==> src/apgr_pkg.sv <==
/*
 * package for the record-path gain and mix select register bank:
 * register offsets, field positions, reset values and code limits.
 * assumes an 8-bit register port with byte-wide offsets.
 */
package apgr_pkg;
    // register offsets
    localparam logic [7:0] APGR_LEFT_GAIN_OFS  = 8'h0F;
    localparam logic [7:0] APGR_RIGHT_GAIN_OFS = 8'h10;
    localparam logic [7:0] APGR_MIC3_LEFT_OFS  = 8'h11;
    localparam logic [7:0] APGR_MIC3_RIGHT_OFS = 8'h12;
    // field positions
    localparam int APGR_MUTE_BIT   = 7;
    localparam int APGR_GAIN_MSB   = 6;
    localparam int APGR_UPPER_LSB  = 4;
    localparam int APGR_LOWER_MSB  = 3;
    // reset values
    localparam logic [7:0] APGR_GAIN_RESET = 8'h80;
    localparam logic [7:0] APGR_MIX_RESET  = 8'hFF;
    // code limits
    localparam logic [6:0] APGR_GAIN_MAX   = 7'h77;
    localparam logic [3:0] APGR_LEVEL_MAX  = 4'h8;
    localparam logic [3:0] APGR_LEVEL_OFF  = 4'hF;
endpackage : apgr_pkg

==> src/apgr_regs.sv <==
/*
 * register bank holding record pga mute/gain and third-mic mix levels,
 * decoded into registered control outputs for the analog record path.
 * assumes a same-clock register port: one-cycle write strobe, read data
 * registered one cycle after the read strobe.
 */
// Operation
// - left pga mute bit resets set
// - right pga mute bit resets set
// - left gain code, half dB steps
// - decoded gain saturates at 59.5 dB
// - right gain code, same decoding
// - third mic left into left mix
// - third mic right into left mix
// - third mic left into right mix
// - third mic right into right mix
// - valid level connects, 1111 disconnects
`timescale 1ns/10ps
`default_nettype none
module apgr_regs
    import apgr_pkg::*;
(
    input  wire logic       clk_in,
    input  wire logic       reset_n_in,
    input  wire logic       wr_en_in,
    input  wire logic       rd_en_in,
    input  wire logic [7:0] addr_in,
    input  wire logic [7:0] wdata_in,
    output logic      [7:0] rdata_out,
    output logic            left_mute_out,
    output logic            right_mute_out,
    output logic      [6:0] left_gain_out,
    output logic      [6:0] right_gain_out,
    output logic      [3:0] third_mic_left_input_left_lvl_out,
    output logic      [3:0] third_mic_right_input_left_lvl_out,
    output logic      [3:0] third_mic_left_input_right_lvl_out,
    output logic      [3:0] third_mic_right_input_right_lvl_out,
    output logic      [3:0] mix_connect_out
);

////////////////////////////////////////////////////////////////////////////////

typedef struct packed {
    logic [7:0] left_record_gain_ctrl;
    logic [7:0] right_record_gain_ctrl;
    logic [7:0] mic_three_to_left_mix;
    logic [7:0] mic_three_to_right_mix;
    logic [7:0] rdata;
    logic [6:0] left_gain;
    logic [6:0] right_gain;
    logic [3:0] connect;
} apgr_state_t;

apgr_state_t state_reg;
apgr_state_t state_next;

function automatic logic [6:0] apgr_sat(input logic [6:0] code);
    apgr_sat = (code > APGR_GAIN_MAX) ? APGR_GAIN_MAX : code;
endfunction : apgr_sat

function automatic logic apgr_conn(input logic [3:0] lvl);
    // reserved codes leave the input connected; undefined gain anyway
    apgr_conn = (lvl != APGR_LEVEL_OFF);
endfunction : apgr_conn

////////////////////////////////////////////////////////////////////////////////

always_comb begin
    state_next = state_reg;
    if (wr_en_in) begin
        case (addr_in)
            APGR_LEFT_GAIN_OFS:  state_next.left_record_gain_ctrl  = wdata_in;
            APGR_RIGHT_GAIN_OFS: state_next.right_record_gain_ctrl = wdata_in;
            APGR_MIC3_LEFT_OFS:  state_next.mic_three_to_left_mix  = wdata_in;
            APGR_MIC3_RIGHT_OFS: state_next.mic_three_to_right_mix = wdata_in;
            default: ;
        endcase
    end
    if (rd_en_in) begin
        case (addr_in)
            APGR_LEFT_GAIN_OFS:  state_next.rdata = state_reg.left_record_gain_ctrl;
            APGR_RIGHT_GAIN_OFS: state_next.rdata = state_reg.right_record_gain_ctrl;
            APGR_MIC3_LEFT_OFS:  state_next.rdata = state_reg.mic_three_to_left_mix;
            APGR_MIC3_RIGHT_OFS: state_next.rdata = state_reg.mic_three_to_right_mix;
            default:             state_next.rdata = 8'h00;
        endcase
    end
    // decoded gains, half dB per code
    state_next.left_gain  = apgr_sat(state_next.left_record_gain_ctrl[APGR_GAIN_MSB:0]);
    state_next.right_gain = apgr_sat(state_next.right_record_gain_ctrl[APGR_GAIN_MSB:0]);
    state_next.connect = {apgr_conn(state_next.mic_three_to_right_mix[APGR_LOWER_MSB:0]),
                          apgr_conn(state_next.mic_three_to_right_mix[7:APGR_UPPER_LSB]),
                          apgr_conn(state_next.mic_three_to_left_mix[APGR_LOWER_MSB:0]),
                          apgr_conn(state_next.mic_three_to_left_mix[7:APGR_UPPER_LSB])};
end

always_ff @(posedge clk_in) begin
    if (!reset_n_in) begin
        state_reg.left_record_gain_ctrl  <= APGR_GAIN_RESET;
        state_reg.right_record_gain_ctrl <= APGR_GAIN_RESET;
        state_reg.mic_three_to_left_mix  <= APGR_MIX_RESET;
        state_reg.mic_three_to_right_mix <= APGR_MIX_RESET;
        state_reg.rdata                  <= 8'h00;
        state_reg.left_gain              <= 7'h00;
        state_reg.right_gain             <= 7'h00;
        state_reg.connect                <= 4'h0;
    end else begin
        state_reg <= state_next;
    end
end

////////////////////////////////////////////////////////////////////////////////

assign left_mute_out  = state_reg.left_record_gain_ctrl[APGR_MUTE_BIT];
assign right_mute_out = state_reg.right_record_gain_ctrl[APGR_MUTE_BIT];
assign left_gain_out  = state_reg.left_gain;
assign right_gain_out = state_reg.right_gain;
assign third_mic_left_input_left_lvl_out   = state_reg.mic_three_to_left_mix[7:APGR_UPPER_LSB];
assign third_mic_right_input_left_lvl_out  = state_reg.mic_three_to_left_mix[APGR_LOWER_MSB:0];
assign third_mic_left_input_right_lvl_out  = state_reg.mic_three_to_right_mix[7:APGR_UPPER_LSB];
assign third_mic_right_input_right_lvl_out = state_reg.mic_three_to_right_mix[APGR_LOWER_MSB:0];
assign mix_connect_out = state_reg.connect;
assign rdata_out       = state_reg.rdata;

////////////////////////////////////////////////////////////////////////////////

chk_left_mute_write: assert property (@(posedge clk_in) disable iff (!reset_n_in)
    wr_en_in && addr_in == APGR_LEFT_GAIN_OFS |=> left_mute_out == $past(wdata_in[7]))
    else $error("left mute not taken from write");
chk_right_mute_write: assert property (@(posedge clk_in) disable iff (!reset_n_in)
    wr_en_in && addr_in == APGR_RIGHT_GAIN_OFS |=> right_mute_out == $past(wdata_in[7]))
    else $error("right mute not taken from write");
chk_left_gain_pass: assert property (@(posedge clk_in) disable iff (!reset_n_in)
    wr_en_in && addr_in == APGR_LEFT_GAIN_OFS && wdata_in[6:0] <= 7'h77
    |=> left_gain_out == $past(wdata_in[6:0]))
    else $error("left gain code not passed through");
chk_gain_saturate: assert property (@(posedge clk_in) disable iff (!reset_n_in)
    left_gain_out <= 7'h77 && right_gain_out <= 7'h77)
    else $error("gain above 59.5 dB");
chk_right_gain_sat: assert property (@(posedge clk_in) disable iff (!reset_n_in)
    wr_en_in && addr_in == APGR_RIGHT_GAIN_OFS && wdata_in[6:0] > 7'h77
    |=> right_gain_out == 7'h77)
    else $error("right gain not saturated");
chk_left_mix_upper: assert property (@(posedge clk_in) disable iff (!reset_n_in)
    wr_en_in && addr_in == APGR_MIC3_LEFT_OFS
    |=> third_mic_left_input_left_lvl_out == $past(wdata_in[7:APGR_UPPER_LSB]))
    else $error("left mix upper nibble wrong");
chk_left_mix_lower: assert property (@(posedge clk_in) disable iff (!reset_n_in)
    wr_en_in && addr_in == APGR_MIC3_LEFT_OFS
    |=> third_mic_right_input_left_lvl_out == $past(wdata_in[APGR_LOWER_MSB:0]))
    else $error("left mix lower nibble wrong");
chk_right_mix_upper: assert property (@(posedge clk_in) disable iff (!reset_n_in)
    wr_en_in && addr_in == APGR_MIC3_RIGHT_OFS
    |=> third_mic_left_input_right_lvl_out == $past(wdata_in[7:APGR_UPPER_LSB]))
    else $error("right mix upper nibble wrong");
chk_right_mix_lower: assert property (@(posedge clk_in) disable iff (!reset_n_in)
    wr_en_in && addr_in == APGR_MIC3_RIGHT_OFS
    |=> third_mic_right_input_right_lvl_out == $past(wdata_in[APGR_LOWER_MSB:0]))
    else $error("right mix lower nibble wrong");
chk_mix_connect: assert property (@(posedge clk_in) disable iff (!reset_n_in)
    mix_connect_out == {third_mic_right_input_right_lvl_out != APGR_LEVEL_OFF,
                        third_mic_left_input_right_lvl_out != APGR_LEVEL_OFF,
                        third_mic_right_input_left_lvl_out != APGR_LEVEL_OFF,
                        third_mic_left_input_left_lvl_out != APGR_LEVEL_OFF})
    else $error("mix connect disagrees with level");
chk_read_back: assert property (@(posedge clk_in) disable iff (!reset_n_in)
    rd_en_in && !wr_en_in && addr_in == APGR_MIC3_LEFT_OFS
    |=> rdata_out == {third_mic_left_input_left_lvl_out, third_mic_right_input_left_lvl_out})
    else $error("read back differs from stored value");
chk_right_gain_pass: assert property (@(posedge clk_in) disable iff (!reset_n_in)
    wr_en_in && addr_in == APGR_RIGHT_GAIN_OFS && wdata_in[APGR_GAIN_MSB:0] <= APGR_GAIN_MAX
    |=> right_gain_out == $past(wdata_in[APGR_GAIN_MSB:0]))
    else $error("right gain code not passed through");
chk_left_gain_sat: assert property (@(posedge clk_in) disable iff (!reset_n_in)
    wr_en_in && addr_in == APGR_LEFT_GAIN_OFS && wdata_in[APGR_GAIN_MSB:0] > APGR_GAIN_MAX
    |=> left_gain_out == APGR_GAIN_MAX)
    else $error("left gain not saturated");

////////////////////////////////////////////////////////////////////////////////

// reset checks run without disable, the reset is their trigger
chk_reset_mutes: assert property (@(posedge clk_in)
    !reset_n_in |=> left_mute_out && right_mute_out)
    else $error("mutes not set by reset");
chk_reset_gains: assert property (@(posedge clk_in)
    !reset_n_in |=> left_gain_out == 7'h00 && right_gain_out == 7'h00)
    else $error("gains not cleared by reset");
chk_reset_levels: assert property (@(posedge clk_in)
    !reset_n_in |=> mix_connect_out == 4'h0 && {third_mic_left_input_left_lvl_out,
    third_mic_right_input_left_lvl_out} == APGR_MIX_RESET)
    else $error("mix levels not off after reset");
chk_stable_left: assert property (@(posedge clk_in) disable iff (!reset_n_in)
    !(wr_en_in && addr_in == APGR_LEFT_GAIN_OFS) |=> $stable(left_mute_out) && $stable(left_gain_out))
    else $error("left gain changed without a write");
chk_stable_right: assert property (@(posedge clk_in) disable iff (!reset_n_in)
    !(wr_en_in && addr_in == APGR_RIGHT_GAIN_OFS) |=> $stable(right_mute_out) && $stable(right_gain_out))
    else $error("right gain changed without a write");
chk_stable_mix: assert property (@(posedge clk_in) disable iff (!reset_n_in)
    !(wr_en_in && (addr_in == APGR_MIC3_LEFT_OFS || addr_in == APGR_MIC3_RIGHT_OFS))
    |=> $stable(mix_connect_out))
    else $error("mix connect changed without a write");
chk_rdata_hold: assert property (@(posedge clk_in) disable iff (!reset_n_in)
    !rd_en_in |=> $stable(rdata_out))
    else $error("read data changed without a read");
chk_read_left_reg: assert property (@(posedge clk_in) disable iff (!reset_n_in)
    rd_en_in && addr_in == APGR_LEFT_GAIN_OFS |=> rdata_out == $past(state_reg.left_record_gain_ctrl))
    else $error("left gain read differs from stored value");
chk_read_right_reg: assert property (@(posedge clk_in) disable iff (!reset_n_in)
    rd_en_in && addr_in == APGR_RIGHT_GAIN_OFS |=> rdata_out == $past(state_reg.right_record_gain_ctrl))
    else $error("right gain read differs from stored value");
chk_read_mix_right: assert property (@(posedge clk_in) disable iff (!reset_n_in)
    rd_en_in && addr_in == APGR_MIC3_RIGHT_OFS |=> rdata_out == $past(state_reg.mic_three_to_right_mix))
    else $error("right mix read differs from stored value");
chk_read_unmapped: assert property (@(posedge clk_in) disable iff (!reset_n_in)
    rd_en_in && (addr_in < APGR_LEFT_GAIN_OFS || addr_in > APGR_MIC3_RIGHT_OFS)
    |=> rdata_out == 8'h00)
    else $error("unmapped read not zero");

endmodule : apgr_regs
`default_nettype wire

==> config.mk <==
export PLATFORM = sky130hd
export DESIGN_NAME = apgr_regs
export DESIGN_NICKNAME = d
export VERILOG_FILES = /design/src/apgr_pkg.sv /design/src/apgr_regs.sv
export SDC_FILE = /design/constraint.sdc
export NUM_CORES = 1
export LEC_CHECK = 0
export ABC_CLOCK_PERIOD_IN_PS = 1800
export BUFFER_PORTS_ARGS = -buffer_cell sky130_fd_sc_hd__buf_2
export CORE_MARGIN = 10
export CORE_UTILIZATION = 57
export DETAILED_ROUTE_END_ITERATION = 10
export PLACE_DENSITY = 0.84
export SKIP_CTS_REPAIR_TIMING = 1
export SYNTH_ARGS = -nofsm -noshare
export SYNTH_HDL_FRONTEND = slang
export SYNTH_SLANG_ARGS = --single-unit
export TNS_END_PERCENT = 20
==> constraint.sdc <==
create_clock -name clk_in -period 1.8 [get_ports clk_in]
set_input_delay 0.09 -clock clk_in [delete_from_list [all_inputs] [get_ports clk_in]]
set_output_delay 0.09 -clock clk_in [all_outputs]
set_load 0.02 [all_outputs]
# Yosys cells after proc, flatten, opt, wreduce, memory -nomap -nowiden
# Index checks and enable logic that the tools add are counted.
[totals]
register_bits = 58
input_bits = 20
word_cells = 35
[classes]
order_cmp = 2
n_eq_ne = 8
n_mux = 8
bitwise = 1
reduce_logical = 4
[op_table]
columns = ["operator", "count"]
rows = [
  ["$pmux 8 s4", 1],
  ["$mux 31", 1],
  ["$eq 8x5->1 const B", 3],
  ["$mux 8", 3],
  ["$mux 7", 3],
  ["$ne 4x4->1 const B", 4],
  ["$gt 7x7->1 const B", 2],
  ["$eq 8x4->1 const B", 1],
  ["$reduce_and 2->1", 2],
  ["$reduce_or 2->1", 2],
  ["$not 1->1", 1],
]

# Longest topological paths before layout
[logic_depth]
ltp_word = 5
depth_mapped = 6
depth_no_buf = 4

# Worst setup path before layout
# Ideal clock, no wire load.
[synth_timing]
kind = "in2reg"
start = "in addr_in[2]"
end = "reg state_reg (netlist bit right_gain_out[0])"
setup_time_ps = 131
arrival_ps = 1138
slack_ps = 530
stages = 5
path_cell_list = "nor4b_4 -> and4_4 -> buf_6 -> mux2i_1 -> o21ai_0"
[synth_via]
elab_chain_cells = 5
[synth_rtl]
columns = ["element", "line", "rtl"]
rows = [
  ["from (decl)", "apgr_regs.sv:27", "input wire logic [7:0] addr_in,"],
  ["$eq 8x5->1 (*)", "apgr_regs.sv:71", "case (addr_in)"],
  ["$mux 8 (*)", "apgr_regs.sv:71", ""],
  ["$mux 31 (*)", "apgr_regs.sv:70", "if (wr_en_in) begin"],
  ["$gt 7x7->1", "apgr_regs.sv:58", "apgr_sat = (code > APGR_GAIN_MAX) ? APGR_GAIN_MAX : code;"],
  ["$mux 7 (*)", "apgr_regs.sv:58", ""],
  ["to (signal assigned)", "apgr_regs.sv:108", "state_reg <= state_next;"],
  ["to (decl)", "apgr_regs.sv:54", "apgr_state_t state_reg;"],
]
# Every way passes the cells marked *; elsewhere a longest branch is shown, timed or not.
# A chain may end at the register's enable or synchronous reset.

# Final worst setup path
# Ends and elaborated chain as after synthesis.

==> report_table.html <==
<table>
<tr><th>Metric</th><th>Value</th></tr>
<tr><th colspan="2">Timing</th></tr>
<tr><td>Final Critical Period</td><td>between 1 and 1.5 ns</td></tr>
<tr><td>Final worst setup slack</td><td>approximately 0.55 ns</td></tr>
<tr><td>Post-route clock skew</td><td>0.00430 ns</td></tr>
<tr><td>Slew HR</td><td>64.1%</td></tr>
<tr><td>Total count of hold-check failures in the final report</td><td>1</td></tr>
<tr><td>Setup repair after global routing missed its margin</td><td>false</td></tr>
<tr><td>Fin crit share</td><td>69.5%</td></tr>
<tr><td>Min Hold Slack</td><td>-0.000987 ns</td></tr>
<tr><td>Number of max-slew violations in the final report</td><td>0</td></tr>
<tr><td>Fmax achieved</td><td>about 800 MHz</td></tr>
<tr><td>Transition time at the pin with the least slew margin</td><td>~0.54 ns</td></tr>
<tr><td>Setup TNS after final layout</td><td>0 ns</td></tr>
<tr><td>Number of failing setup endpoints in the final timing report</td><td>0</td></tr>
<tr><th colspan="2">Logic synthesis</th></tr>
<tr><td>Synthesis-stage register bit count</td><td>between 50 and 60</td></tr>
<tr><td>Dominant cell by count in the synthesized netlist</td><td>sky130_fd_sc_hd__dfxtp_1</td></tr>
<tr><td>Cell area after synthesis</td><td>around 0.0026 sq mm</td></tr>
<tr><td>Yosys warns</td><td>0</td></tr>
<tr><td>Fraction of synthesized cell area taken by the top area cell type</td><td>between 40% and 50%</td></tr>
<tr><td>Instance count of the mapped netlist</td><td>approximately 270</td></tr>
<tr><td>Syn avg cell area</td><td>just under 10 sq um</td></tr>
<tr><td>Number of different library cells in the post-synthesis netlist</td><td>31</td></tr>
<tr><td>Post-synth EDFFs</td><td>0</td></tr>
<tr><td>Area leader, netlist</td><td>sky130_fd_sc_hd__dfxtp_1</td></tr>
<tr><td>Fraction of registers with async set/reset</td><td>0%</td></tr>
<tr><td>Share of the yosys chip area belonging to registers</td><td>43.9%</td></tr>
<tr><td>Mapped Nets</td><td>289</td></tr>
<tr><td>Primary flip-flop cell chosen by synthesis mapping</td><td>sky130_fd_sc_hd__dfxtp_1</td></tr>
<tr><td>Largest cells by area after synthesis</td><td>sky130_fd_sc_hd__dfxtp_1 44%, sky130_fd_sc_hd__mux2i_1 15%, sky130_fd_sc_hd__buf_4 13%, sky130_fd_sc_hd__a22o_1 5.3%, sky130_fd_sc_hd__nor2_1 3.7%</td></tr>
<tr><td>Leading post-synthesis cells by instance count</td><td>58 x sky130_fd_sc_hd__dfxtp_1, 44 x sky130_fd_sc_hd__buf_4, 39 x sky130_fd_sc_hd__mux2i_1, 26 x sky130_fd_sc_hd__nor2_1, 24 x sky130_fd_sc_hd__nand2_1</td></tr>
<tr><th colspan="2">Global route</th></tr>
<tr><td>Vias in the first global route</td><td>about 2000</td></tr>
<tr><td>Antenna violations before repair</td><td>0</td></tr>
<tr><td>First-pass GRT wire length</td><td>10100 microns</td></tr>
<tr><td>GRT Resource Usage Total</td><td>16.6%</td></tr>
<tr><td>Pin count of the biggest net entering global routing</td><td>29</td></tr>
<tr><td>Overflow after GRT</td><td>0</td></tr>
<tr><th colspan="2">Drt</th></tr>
<tr><td>Total number of vias</td><td>between 1500 and 2000</td></tr>
<tr><td>Vias per Instance</td><td>between 5 and 6</td></tr>
<tr><td>Remaining design rule violation count</td><td>0</td></tr>
<tr><td>Routed wire length</td><td>6300 microns</td></tr>
<tr><td>Per-cell routed wire length</td><td>17.9 microns</td></tr>
<tr><td>Detail Route Antenna Nets</td><td>0</td></tr>
<tr><td>DRC violation total after the first TritonRoute iteration</td><td>roughly 160</td></tr>
<tr><td>Count of TritonRoute iterations in the first routing pass</td><td>4</td></tr>
<tr><th colspan="2">Min path</th></tr>
<tr><td>Type of the most critical hold path</td><td>in -&gt; reg</td></tr>
<tr><th colspan="2">Placed design</th></tr>
<tr><td>Global placement routability congestion</td><td>about 0.89</td></tr>
<tr><td>Worst setup timing slack at the placement stage</td><td>0.247 ns</td></tr>
<tr><td>Detailed placement HPWL</td><td>around 4400 microns</td></tr>
<tr><td>Cell count after placement</td><td>about 340</td></tr>
<tr><td>Total of buffers placed on input and output ports</td><td>63</td></tr>
<tr><td>Instance area after placement</td><td>0.00270 sq mm</td></tr>
<tr><th colspan="2">Worst setup path</th></tr>
<tr><td>Arrival time worst endpoint</td><td>~1.5 ns</td></tr>
<tr><td>CP Data Required Time</td><td>2.01 ns</td></tr>
<tr><td>Critical path capture point type</td><td>flop</td></tr>
<tr><td>R2R setup slack</td><td>0.66 ns</td></tr>
<tr><td>Max FO, Critical Path</td><td>11</td></tr>
<tr><td>Critical path launch point type</td><td>input port</td></tr>
<tr><td>Setup Crit Path Kind</td><td>in -&gt; reg</td></tr>
<tr><th colspan="2">Floorplanning</th></tr>
<tr><td>Core area</td><td>0.00441 sq mm</td></tr>
<tr><td>Number of top-level pins</td><td>between 60 and 70</td></tr>
<tr><td>Width of the die</td><td>about 90 microns</td></tr>
<tr><td>Height of the die</td><td>between 80 and 90 microns</td></tr>
<tr><td>Initial core utilization</td><td>around three fifths</td></tr>
<tr><td>Die area</td><td>a little under 0.008 sq mm</td></tr>
<tr><td>Number of rows created at floorplan</td><td>24</td></tr>
<tr><th colspan="2">Pwr</th></tr>
<tr><td>Power per cell area</td><td>around 1000 mW/mm^2</td></tr>
<tr><td>Overall Power</td><td>~3 mW</td></tr>
<tr><td>Leakage dissipation</td><td>between 1 and 1.5 nW</td></tr>
<tr><td>Peak supply drop</td><td>0.000774 V</td></tr>
<tr><th colspan="2">Job</th></tr>
<tr><td>Max-cap violation count</td><td>0</td></tr>
<tr><th colspan="2">Cells and area</th></tr>
<tr><td>Final std cell area, no fill</td><td>a little under 0.003 sq mm</td></tr>
<tr><td>Post-route insts no fill</td><td>352</td></tr>
<tr><td>Layout Area Growth over Synthesis</td><td>12.2%</td></tr>
<tr><td>Fraction of layout instances using a drive strength above 1</td><td>slightly above 30%</td></tr>
<tr><td>Ant. Diodes</td><td>0</td></tr>
<tr><td>Largest register FFs</td><td>14</td></tr>
<tr><td>Final #Nets</td><td>315</td></tr>
<tr><th colspan="2">Clocking</th></tr>
<tr><td>H-tree lvl count</td><td>3</td></tr>
<tr><td>CTS sink cnt</td><td>58</td></tr>
<tr><td>Clock transition time at the flip-flop clock pins of the worst setup and hold paths</td><td>around 0.06 ns</td></tr>
<tr><td>Clock tree root driver cell</td><td>sky130_fd_sc_hd__clkbuf_8</td></tr>
<tr><td>Buffer levels on the longest clock path</td><td>2</td></tr>
<tr><td>Clock insertion delay at the later pin of the skew report</td><td>approximately 0.33 ns</td></tr>
<tr><td>CTS buffer count</td><td>9</td></tr>
<tr><td>TritonCTS clock tree</td><td>done</td></tr>
<tr><th colspan="2">Outcome</th></tr>
<tr><td>Result of the run</td><td>finished with violations</td></tr>
<tr><td>Violations in the final reports</td><td>hold timing</td></tr>
</table>
[path summary, 6_finish.rpt]
check / end / cells past startpoint / from
worst max register to register: rdata_out[3]$_SDFFE_PN0P_ / 4 / third_mic_right_input_right_lvl_out[3]$_SDFF_PN1_
worst min register to register: rdata_out[5]$_SDFFE_PN0P_ / 1 / rdata_out[5]$_SDFFE_PN0P_
worst min-delay path: right_mute_out$_SDFFE_PN1P_ / 3 / wdata_in[7]
worst max-delay path: right_gain_out[0]$_SDFF_PN0_ / 5 / addr_in[2]
[area by class of cell]
cell class	count	area, sq um
clock inverters	5	125
multi-input cells	151	1080
clock buffers	11	141
repair buffers	72	383
fillers	355	1450
well taps	52	65.1
inverters	3	11.3
flip-flops and latches	58	1160
[power by group]
| part | switching [mW] | internal [mW] |
|---|---|---|
| Clock | 0.505 | 1.10 |
| Combinational | 0.0788 | 0.0451 |
| Sequential | 0.00109 | 1.29 |
[cell families (layout without fill, tap and decap cells)]
group,Yosys count,after routing,synth area share (%)
flops,58,58,43.9
mux,41,41,15.8
buf+inv,60,91,15.3
compound gates,37,37,11.4
simple gates,73,73,13.6
[layer usage]
| layer | wire [microns] | global-route usage (%) | vias to the layer above |
|---|---|---|---|
| met3 | 686 | 8.82 | 9 |
| met2 | 2920 | 25.4 | 81 |
| met4 | 92 | 6.42 | 0 |
| met5 | 0 | 0 | - |
| met1 | 2590 | 19.3 | 931 |
| li1 | - | - | 953 |
[worst max-delay path, stage by stage]
cell,delay (ns)
sky130_fd_sc_hd__buf_2,0.12
sky130_fd_sc_hd__nor4b_4,0.38
sky130_fd_sc_hd__and4_4,0.42
sky130_fd_sc_hd__mux2i_1,0.31
sky130_fd_sc_hd__o21ai_0,0.12
[layout by cell type (no fill, tap or decap), drive strengths merged, types with 2 or more instances in the layout]
cell type and instances:
dfxtp 58, and3 2, clkbuf 11, o22ai 3, mux2i 39, inv 3
nand3 4, o2bb2ai 8, bufinv 4, nor2b 4, o211ai 3, o311a 2
o21ai 3, a22o 16, nand4 6, and4 3, nor2 26, buf 72
mux2 2, nand2 24
[per-stage QoR]
step                      util (%)  hold WS [ns]
after floorplan                  -         0.215
after global placement        61.1         0.336
after detailed placement      61.1         0.339
after CTS                     67.1       -0.0103
after global routing          67.1        0.0108
final                         67.1     -0.000987
Note: power is estimated with default switching activity, not from simulation.
